## src/hw/capture_pkg.sv

```systemverilog
// shared types and constants of the segmented capture and trigger sequencer
// assumes one sample clock; every input is synchronous to it
package capture_pkg;
   localparam int DATA_W     = 8;
   localparam int DEPTH_DEF  = 64;
   localparam int LEVELS_DEF = 4;
   localparam int SEGS_DEF   = 4;
   localparam int SEGLEN_DEF = 16;
   // post-trigger shares of the whole buffer, in percent, rounded
   localparam int PCT_12     = 12;
   localparam int PCT_50     = 50;
   localparam int PCT_88     = 88;
   localparam int PCT_ROUND  = 50;
   localparam int PCT_FULL   = 100;
   // pre-trigger slots of a segment: about one tenth, as len*13/128
   localparam int PRE_MUL    = 13;
   localparam int PRE_SHIFT  = 7;

   typedef enum logic [1:0] {
      POST_12 = 2'h0,
      POST_50 = 2'h1,
      POST_88 = 2'h2
   } post_sel_t;

   typedef enum logic [7:0] {
      S_IDLE      = 8'h01,
      S_CLEAR     = 8'h02,
      S_WAIT_CLK  = 8'h04,
      S_PREFILL   = 8'h08,
      S_WAIT_TIN  = 8'h10,
      S_WAIT_TRIG = 8'h20,
      S_POST      = 8'h40,
      S_OFFLOAD   = 8'h80
   } acq_state_t;

   typedef enum logic [2:0] {
      F_A = 3'h1,
      F_B = 3'h2,
      F_C = 3'h4
   } flow_state_t;

   localparam acq_state_t  ST_RST   = S_IDLE;
   localparam flow_state_t FLOW_RST = F_A;

   typedef struct packed {
      logic      segmented;
      logic      custom;
      logic      qualified;
      logic      tin_en;
      post_sel_t post_sel;
   } acq_cfg_t;

   typedef struct packed {
      logic cond_a;
      logic cond_b;
      logic state_enable_flag_a;
      logic state_enable_flag_b;
   } flow_in_t;

   typedef struct packed {
      logic              written;
      logic              mark;
      logic [DATA_W-1:0] data;
   } slot_t;
endpackage

```

## src/hw/capture_sequencer.sv

```systemverilog
// acquisition and trigger sequencing core of an on-chip logic analyzer
// assumes host commands arrive as synchronous levels and readout is a
// valid/ready stream that the debug chain drains
// Overview of operation
// - segmented mode captures one segment after another, each circular while active
// - a finished segment hands over to the next segment's fresh acquisition
// - after a segment trigger the next segment's trigger is watched at once
// - next segment starts at post-fill end or next trigger, whichever first
// - every slot carries a written bit so unwritten slots read as blank
// - a segment keeps about ten percent before and ninety after its trigger
// - a segment triggered on entry holds post data only, pre slots stay blank
// - segmented mode ignores the whole-buffer post-trigger share unless custom flow is on
// - non-segmented mode takes 12, 50 or 88 percent after the trigger
// - continuous non-segmented mode fills the buffer before triggers count
// - with trigger-in enabled, trigger levels wait for trigger-in
// - trigger levels match strictly in order, the last one fires
// - acquisition waits until the watched sample clock toggles
// - after acquisition the buffer is streamed out to the host
// - between runs the block idles until the host's start command
// - segment triggers come from sequential flow or custom state flow
// - segment count and samples per segment are runtime inputs
// - host-set enable flags gate custom flow states
// - a build option fixes segment count and length as constants
// - segmented or qualified capture evaluates triggers while writing
module capture_sequencer
   import capture_pkg::*;
#(
   parameter int       DEPTH       = DEPTH_DEF,
   parameter int       LEVELS      = LEVELS_DEF,
   parameter bit       RUNTIME_CFG = 1'b1,
   parameter int       FIXED_SEGS  = SEGS_DEF,
   parameter int       FIXED_LEN   = SEGLEN_DEF,
   parameter int       AW          = $clog2(DEPTH),
   parameter int       CW          = AW + 1,
   parameter int       LW          = $clog2(LEVELS)
) (
   input  wire logic                    clock,
   input  wire logic                    srst,
   input  wire capture_pkg::acq_cfg_t   cfg,
   input  wire capture_pkg::flow_in_t   flow_in,
   input  wire logic [CW-1:0]           seg_limit,
   input  wire logic [CW-1:0]           seg_len,
   input  wire logic [LW-1:0]           last_level,
   input  wire logic [capture_pkg::DATA_W-1:0] probe,
   input  wire logic                    sample_clk_level,
   input  wire logic                    init_cmd,
   input  wire logic                    trig_in_met,
   input  wire logic [LEVELS-1:0]       trig_cond,
   input  wire logic                    seg_trig,
   input  wire logic                    store_qual,
   output capture_pkg::slot_t           out_word,
   output logic                         out_valid,
   input  wire logic                    out_ready,
   output capture_pkg::acq_state_t      status,
   output logic [LW-1:0]                level_met,
   output logic [CW-1:0]                active_seg,
   output logic [AW-1:0]                mark_addr
);
   import capture_pkg::*;

   localparam logic [AW-1:0] LAST_A  = AW'(DEPTH - 1);
   localparam logic [CW-1:0] DEPTH_C = CW'(DEPTH);
   localparam logic [CW-1:0] POST_A  = CW'((DEPTH * PCT_12 + PCT_ROUND) / PCT_FULL);
   localparam logic [CW-1:0] POST_B  = CW'((DEPTH * PCT_50 + PCT_ROUND) / PCT_FULL);
   localparam logic [CW-1:0] POST_C  = CW'((DEPTH * PCT_88 + PCT_ROUND) / PCT_FULL);

   typedef struct packed {
      acq_state_t    st;
      flow_state_t   flow;
      logic [LW-1:0] level;
      logic [CW-1:0] seg_idx;
      logic [AW-1:0] base;
      logic [AW-1:0] off;
      logic [CW-1:0] post_left;
      logic [CW-1:0] fill;
      logic [CW-1:0] seg_cnt;
      logic [CW-1:0] samp_cnt;
      logic          store_en;
      logic          prev_clk;
      logic [CW-1:0] rd_addr;
      logic          rd_pend;
      slot_t         b0;
      slot_t         b1;
      logic [1:0]    cnt;
      logic [AW-1:0] mark;
   } state_t;

   state_t        s_r;
   state_t        s_nxt;
   logic          we;
   logic [AW-1:0] waddr;
   slot_t         wdata;
   logic          re;
   slot_t         rdata;
   logic [CW-1:0] m_lim;
   logic [CW-1:0] n_len;
   logic [CW-1:0] pre_len;
   logic [CW-1:0] seg_post;
   logic [CW-1:0] seg_left;
   logic [CW-1:0] whole_post;
   logic [CW-1:0] len_eff;
   logic [2*CW-1:0] pre_prod;
   logic          last_seg;
   logic          acquiring;
   logic          gate;
   logic          pop;
   logic          trig_evt;
   logic          final_trig;
   logic          seg_close;
   logic [2:0]    occ;

   // limits either from the host or frozen at build time to save area
   // frozen limits
   assign m_lim = RUNTIME_CFG ? seg_limit : CW'(FIXED_SEGS);
   assign n_len = RUNTIME_CFG ? seg_len : CW'(FIXED_LEN);

   // segment split; a multiply by constant avoids a divider
   // ten percent pre
   assign pre_prod = (n_len * CW'(PRE_MUL)) >> PRE_SHIFT;
   assign pre_len  = pre_prod[CW-1:0];
   assign seg_post = n_len - pre_len;
   // the marked trigger write is the first post sample and the count ends at zero, hence seg_post minus two
   assign seg_left = (seg_post > CW'(1)) ? seg_post - CW'(2) : '0;
   assign last_seg = (s_r.seg_idx == m_lim - 1'b1);
   assign len_eff  = cfg.segmented ? n_len : DEPTH_C;

   // whole-buffer post share, used outside segmented mode and by the custom flow
   // post share
   always_comb begin
      case (cfg.post_sel)
         POST_12: whole_post = POST_A;
         POST_50: whole_post = POST_B;
         POST_88: whole_post = POST_C;
         default: whole_post = POST_A;
      endcase
   end

   // write gate: flow command, storage qualifier, or always
   assign acquiring = s_r.st inside {S_PREFILL, S_WAIT_TIN, S_WAIT_TRIG, S_POST};
   assign gate = cfg.custom ? s_r.store_en : (cfg.qualified ? store_qual : 1'b1);
   assign pop  = out_valid && out_ready;
   assign occ  = {1'b0, s_r.cnt} + {2'b00, s_r.rd_pend};

   // next state of the whole block
   always_comb begin
      s_nxt      = s_r;
      trig_evt   = 1'b0;
      final_trig = 1'b0;
      seg_close  = 1'b0;
      re         = 1'b0;
      we         = acquiring && gate;
      waddr      = s_r.base + s_r.off;
      if (we) begin
         // circular within the active segment or the whole buffer
         // circular segment
         s_nxt.off = (s_r.off == AW'(len_eff - 1'b1)) ? '0 : s_r.off + 1'b1;
      end
      // custom flow engine, runs while triggers are being evaluated
      if (s_r.st == S_WAIT_TRIG && cfg.custom) begin
         case (s_r.flow)
            F_A: begin
               if (flow_in.cond_b && flow_in.state_enable_flag_a) begin
                  s_nxt.store_en = 1'b1;
                  final_trig     = 1'b1;
               end else if (!flow_in.state_enable_flag_a) begin
                  s_nxt.flow = F_B;
               end
            end
            F_B: begin
               if (flow_in.cond_a && s_r.seg_cnt <= m_lim && flow_in.state_enable_flag_b) begin
                  s_nxt.store_en = 1'b1;
                  s_nxt.seg_cnt  = s_r.seg_cnt + 1'b1;
                  s_nxt.flow     = F_C;
               end else if (s_r.seg_cnt > m_lim) begin
                  s_nxt.store_en = 1'b1;
                  final_trig     = 1'b1;
               end
            end
            F_C: begin
               if (s_r.samp_cnt >= n_len) begin
                  s_nxt.samp_cnt = '0;
                  s_nxt.store_en = 1'b0;
                  seg_close      = 1'b1;
                  s_nxt.flow     = F_A;
               end else begin
                  s_nxt.samp_cnt = s_r.samp_cnt + 1'b1;
               end
            end
            default: s_nxt.flow = FLOW_RST;
         endcase
      end
      case (s_r.st)
         S_IDLE: begin
            if (init_cmd) begin
               s_nxt.st      = S_CLEAR;
               s_nxt.rd_addr = '0;
            end
         end
         S_CLEAR: begin
            we            = 1'b1;
            waddr         = s_r.rd_addr[AW-1:0];
            s_nxt.rd_addr = s_r.rd_addr + 1'b1;
            s_nxt.off     = '0;
            s_nxt.base    = '0;
            s_nxt.seg_idx = '0;
            s_nxt.level   = '0;
            s_nxt.fill    = '0;
            s_nxt.flow    = FLOW_RST;
            s_nxt.store_en = 1'b0;
            s_nxt.seg_cnt = '0;
            s_nxt.samp_cnt = '0;
            s_nxt.prev_clk = sample_clk_level;
            if (s_r.rd_addr[AW-1:0] == LAST_A) begin
               s_nxt.st = S_WAIT_CLK;
            end
         end
         S_WAIT_CLK: begin
            s_nxt.prev_clk = sample_clk_level;
            if (sample_clk_level != s_r.prev_clk) begin
               if (!cfg.segmented && !cfg.custom && !cfg.qualified) begin
                  s_nxt.st = S_PREFILL;
               end else begin
                  s_nxt.st = cfg.tin_en ? S_WAIT_TIN : S_WAIT_TRIG;
               end
            end
         end
         S_PREFILL: begin
            s_nxt.fill = s_r.fill + 1'b1;
            if (s_r.fill == DEPTH_C - 1'b1) begin
               s_nxt.st = cfg.tin_en ? S_WAIT_TIN : S_WAIT_TRIG;
            end
         end
         S_WAIT_TIN: begin
            if (trig_in_met) begin
               s_nxt.st = S_WAIT_TRIG;
            end
         end
         S_WAIT_TRIG: begin
            if (cfg.custom) begin
               trig_evt = final_trig || seg_close;
               if (final_trig) begin
                  s_nxt.st        = S_POST;
                  s_nxt.post_left = whole_post - 1'b1;
               end
            end else if (cfg.segmented) begin
               if (seg_trig) begin
                  trig_evt        = 1'b1;
                  s_nxt.st        = S_POST;
                  s_nxt.post_left = seg_left;
               end
            end else if (trig_cond[s_r.level]) begin
               if (s_r.level == last_level) begin
                  trig_evt        = 1'b1;
                  s_nxt.st        = S_POST;
                  s_nxt.post_left = whole_post - 1'b1;
               end else begin
                  s_nxt.level = s_r.level + 1'b1;
               end
            end
         end
         S_POST: begin
            if (cfg.segmented && !cfg.custom && seg_trig && !last_seg) begin
               trig_evt        = 1'b1;
               waddr           = s_r.base + AW'(n_len);
               s_nxt.base      = s_r.base + AW'(n_len);
               s_nxt.off       = AW'(1);
               s_nxt.seg_idx   = s_r.seg_idx + 1'b1;
               s_nxt.post_left = seg_left;
               if (seg_post == CW'(1)) begin
                  s_nxt.off = '0;
               end
            end else if (we) begin
               s_nxt.post_left = s_r.post_left - 1'b1;
               if (s_r.post_left == '0) begin
                  if (cfg.segmented && !cfg.custom && !last_seg) begin
                     s_nxt.st      = S_WAIT_TRIG;
                     s_nxt.base    = s_r.base + AW'(n_len);
                     s_nxt.off     = '0;
                     s_nxt.seg_idx = s_r.seg_idx + 1'b1;
                  end else begin
                     s_nxt.st      = S_OFFLOAD;
                     s_nxt.rd_addr = '0;
                  end
               end
            end
         end
         S_OFFLOAD: begin
            if (s_r.rd_addr != DEPTH_C && (occ < 3'h2 || (occ == 3'h2 && pop))) begin
               re            = 1'b1;
               s_nxt.rd_addr = s_r.rd_addr + 1'b1;
            end
            if (s_r.rd_addr == DEPTH_C && !s_r.rd_pend && s_r.cnt == 2'h0) begin
               s_nxt.st = S_IDLE;
            end
         end
         default: s_nxt.st = ST_RST;
      endcase
      if (trig_evt) begin
         s_nxt.mark = waddr;
      end
      // two-entry buffer; reads stall while it cannot take a word
      s_nxt.rd_pend = re;
      if (pop) begin
         s_nxt.b0  = s_r.b1;
         s_nxt.cnt = s_r.cnt - 1'b1;
      end
      if (s_r.rd_pend) begin
         if (s_nxt.cnt == 2'h0) begin
            s_nxt.b0 = rdata;
         end else begin
            s_nxt.b1 = rdata;
         end
         s_nxt.cnt = s_nxt.cnt + 1'b1;
      end
   end

   // slot content; a cleared slot has written low
   always_comb begin
      wdata = '0;
      if (s_r.st != S_CLEAR) begin
         wdata.written = 1'b1;
         wdata.mark    = trig_evt;
         wdata.data    = probe;
      end
   end

   // single register of all block state
   always_ff @(posedge clock) begin
      if (srst) begin
         s_r       <= '0;
         s_r.st    <= ST_RST;
         s_r.flow  <= FLOW_RST;
      end else begin
         s_r <= s_nxt;
      end
   end

   slot_mem #(
      .DEPTH (DEPTH),
      .AW    (AW)
   ) u_mem (
      .clock (clock),
      .we    (we),
      .waddr (waddr),
      .wdata (wdata),
      .re    (re),
      .raddr (s_r.rd_addr[AW-1:0]),
      .rdata (rdata)
   );

   assign out_word   = s_r.b0;
   assign out_valid  = (s_r.cnt != 2'h0);
   assign status     = s_r.st;
   assign level_met  = s_r.level;
   assign active_seg = s_r.seg_idx;
   assign mark_addr  = s_r.mark;
endmodule

```

## src/hw/slot_mem.sv

```systemverilog
// sample memory of the capture buffer, one slot_t per address
// assumes one write and one read port, read data registered
module slot_mem
   import capture_pkg::*;
#(
   parameter int DEPTH = DEPTH_DEF,
   parameter int AW    = $clog2(DEPTH)
) (
   input  wire logic          clock,
   input  wire logic          we,
   input  wire logic [AW-1:0] waddr,
   input  wire slot_t         wdata,
   input  wire logic          re,
   input  wire logic [AW-1:0] raddr,
   output slot_t              rdata
);
   slot_t mem [DEPTH];

   // plain ram: no reset so it maps to block memory
   always_ff @(posedge clock) begin
      if (we) begin
         mem[waddr] <= wdata;
      end
      if (re) begin
         rdata <= mem[raddr];
      end
   end
endmodule
```

## config.mk

```make
export PLATFORM = sky130hd
export DESIGN_NAME = capture_sequencer
export DESIGN_NICKNAME = d
export VERILOG_FILES = /design/src/hw/capture_pkg.sv /design/src/hw/capture_sequencer.sv /design/src/hw/slot_mem.sv
export SDC_FILE = /design/constraint.sdc
export NUM_CORES = 1
export LEC_CHECK = 0
export BUFFER_PORTS_ARGS = -buffer_cell sky130_fd_sc_hd__buf_2
export CAP_MARGIN = 20
export CORE_ASPECT_RATIO = 1.4
export CORE_UTILIZATION = 35
export DETAILED_ROUTE_END_ITERATION = 8
export GPL_TIMING_DRIVEN = 0
export PLACE_DENSITY_LB_ADDON = 0.25
export SYNTH_ARGS = -nofsm -noshare
export SYNTH_HDL_FRONTEND = slang
export SYNTH_SLANG_ARGS = --single-unit
```

## constraint.sdc

```tcl
create_clock -name clock -period 11.4 [get_ports clock]
set_input_delay 2.28 -clock clock [delete_from_list [all_inputs] [get_ports clock]]
set_output_delay 2.28 -clock clock [all_outputs]
set_load 0.005 [all_outputs]
```

==> metrics.md <==
| Metric | Value |
|---|---|
| Post_cts resized | 0 |
| Fraction of registers with async set/reset | 0% |
| Kind of end point of the critical path | flop |
| CTS tree | yes |
| Status | complete, no violations |
| Largest net degree at the start of global routing | 74 |
| Final core utilization | 40.3% |
| Arrival time at the worst endpoint | slightly above 7000 ps |
| Fin. max-slew vios | 0 |
| Clk_lat worst skew | 630 ps |
| Wire length per cell | approximately 25 µm |
| NumNets Final | 2,202 |
| Dpl ws | 3980 ps |
| Total GRT Usage | a little under a fifth |
| Post-Synth XOR/XNOR Area | 1.67% |
| Synth Area in Compound Gates | 4.31% |
| Fmax | ~0.15 GHz |
| CP max FO | 7 |
| Total CTS buffers | 72 |
| DRT iter0 DRCs | 1,524 |
| Final instance area | roughly 37,000 µm² |
| Vias/cell | 5.30 |
| Synth warn | 0 |
| # setup viols final | 0 |
| CTS clock-pin slew for the worst setup and hold paths | ~60 ps |
| GPL Wtd Cong | 0.899 |
| Avg Inst Size Synth | between 15 and 20 µm² |
| Die Width | 258 µm |
| Multiplexer area fraction after synthesis | 15.1% |
| #FFs+latches synth | 748 |
| GR Overflow Total | 0 |
| Syn Std Cell Area | approximately 32,000 µm² |
| CTS H-Tree Depth | 3 |
| Pleak | roughly 12 nW |
| Die Height | between 300 and 400 µm |
| Via count | 17,679 |
| Crit Path Category | in2reg |
| Clock skew | 30.8 ps |
| Total iterations of the first detailed-routing run | 5 |
| Largest family of logic cells by synthesized area | multiplexers |
| Shortest period the worst path allows | just under 7000 ps |
| Unrepaired setup endpoints after global routing | false |
| Max-cap viol count | 0 |
| Root Driver | clkbuf_16 |
| Area of the core | 91,100 µm² |
| Number of port buffers | 77 |
| Synth unique cells | 86 |
| Final setup margin | 4620 ps |
| Tcrit/Tclk final | 59.5% |
| Antenna violations before repair | 1 |
| Post-placement cell area | 34,400 µm² |
| Clk sinks | 748 |
| EDFF count, synth | 650 |
| Starting Density | 35.4% |
| DRC | 0 |
| First-pass GRT wire length | 123 mm |
| Crit path launch type | primary input |
| Routed wire length | 83.5 mm |
| Layout area overhead | 14.1% |
| Post-Syn Nets | roughly 2,000 |
| Worst Tran Pin Value | ~1100 ps |
| Sequential share of the synthesized area | 66.7% |
| VDD IR max | 0.113 mV |
| Detailed Place HPWL | 59.7 mm |
| Fill cell count | 8,331 |
| P per Cell Area | 166 nW/µm² |
| Top Ports | 80 |
| Final hold vios | 0 |
| Ys flop type | edfxtp_1 |
| Post-route ant nets | 0 |
| Critical Path RT | 11,890 ps |
| Die footprint | between 90,000 and 100,000 µm² |
| Simple-gate area share of the yosys netlist | under 10% |
| Layout cells sized above 1 | 24.1% |
| Worst min-delay path category | reg2reg |
| Rows | 131 |
| Synth Area in Adders | 2.90% |
| Cts hold-fix bufs | 0 |
| Slew HR | 27.9% |
| Post-CTS Setup Inserts | 0 |
| Gate Count Post-Synth | 1,912 |
| Maximum root-to-sink buffer count | 3 |
| Vias in the first global route | 18,362 |
| TNS Setup | 0 ps |
-- Yosys cell counts (all sizes together) (7+ instances only) --
cell    count  share of area, %
edfxtp    650                61
mux4      207                14
nor2      162               2.0
dfxtp      98               6.1
nand2      87               1.0
a21oi      65               1.0
ha         65               2.5
buf        64               1.2
clkbuf     58              0.68
inv        48              0.56
xnor2      37               1.0
nand3      36              0.57
a211oi     29              0.69
o21ai      28              0.43
nor3       25              0.47
xor2       22              0.60
nor2b      21              0.41
mux2i      18              0.56
a31oi      12              0.23
a21o       11              0.26
and2       11              0.21
nand4      11              0.21
nor4       10              0.28
or3        10              0.19
nand4b      9              0.28
nand2b      8              0.16
a221o       7              0.22
nand3b      7              0.16
-- routing by layer --
layer | vias to the layer above | track usage (%) | part of all wire (%)
met3 | 130 | 2.44 | 4.3
met4 | 2 | 7.67 | 3.9
met1 | 9148 | 20.4 | 37
li1 | 7896 | - | -
met2 | 503 | 33.7 | 54
met5 | - | 0 | 0.0096
-- per-stage QoR --
stage / std cells / hold slack [ps] / total power, W
finish: 3336 / 458 / 0.00611
global route: 3335 / 477 / 0.00630
CTS: 3333 / 460 / 0.00617
detailed placement: 3206 / 451 / 0.00380
global placement: 3186 / 443 / 0.00377
floorplan: 1912 / 432 / 0.00354
-- flip-flops by register name, indices dropped and copies added (netlist names) --
name and flops:
status 8, mark_addr 6, out_word 10, level_met 2, active_seg 7, u_mem.rdata 10, s_r 65, u_mem.mem 640
-- layout make-up --
cell class,instances,area (µm²),share of cell area (%)
Antenna cell,1,2.50,0.00681
Tap cell,1197,1500,4.08
Timing Repair Buffer,99,694,1.89
Buffer,122,611,1.66
Sequential cell,748,21500,58.5
Clock inverter,39,369,1.00
Inverter,48,180,0.490
Multi-Input combinational cell,994,9990,27.2
Clock buffer,88,1930,5.24
-- final timing paths --
check                           startpoint  cells after the start          endpoint  slack [ps]
worst min-delay path               s_r[13]                      2           s_r[13]         460
worst min register to register     s_r[13]                      2           s_r[13]         460
worst max register to register     s_r[30]                      9  u_mem.mem[54][5]        6380
worst max-delay path            seg_len[5]                     22           s_r[63]        4620
-- critical path, stage by stage --
cell and delay [ps]:
buf_2 100, clkbuf_1 320, inv_1 260, fa_1 580
inv_1 40, ha_1 260, a21o_1 150, a21o_1 190
a21oi_1 220, nor2b_1 100, o21a_1 180, or2_2 300
ha_1 330, xnor2_1 400, ha_1 280, a32oi_1 110
nor2_1 110, nor4bb_1 520, a21o_1 190, nor2_1 60
nor3_1 180, o32ai_1 100
-- report_power, final --
group          internal (W)  leakage (nW)  switching [W]  total, W
combinational      0.000241          4.15       0.000417  0.000658
clock               0.00134          1.10        0.00103   0.00238
sequential          0.00306          6.64      0.0000109   0.00307
total               0.00464          11.9        0.00146   0.00611
-- logic make-up after synthesis --
logic type | Yosys count
xor+xnor | 60
buf+inv | 170
compound gates | 202
fa+ha+maj | 71
flops | 748
simple gates | 435
mux | 226
-- placed cells by master, fill, tap and decap left out, types with 39 or more instances in the layout --
| master | count |
|---|---|
| nand2_1 | 87 |
| buf_2 | 91 |
| ha_1 | 65 |
| nor2_1 | 151 |
| a21oi_1 | 63 |
| clkbuf_16 | 75 |
| inv_1 | 47 |
| clkbuf_1 | 69 |
| buf_4 | 39 |
| edfxtp_1 | 650 |
| dfxtp_1 | 98 |
| mux4_2 | 207 |
No activity file was read; power rests on OpenSTA's default activity.
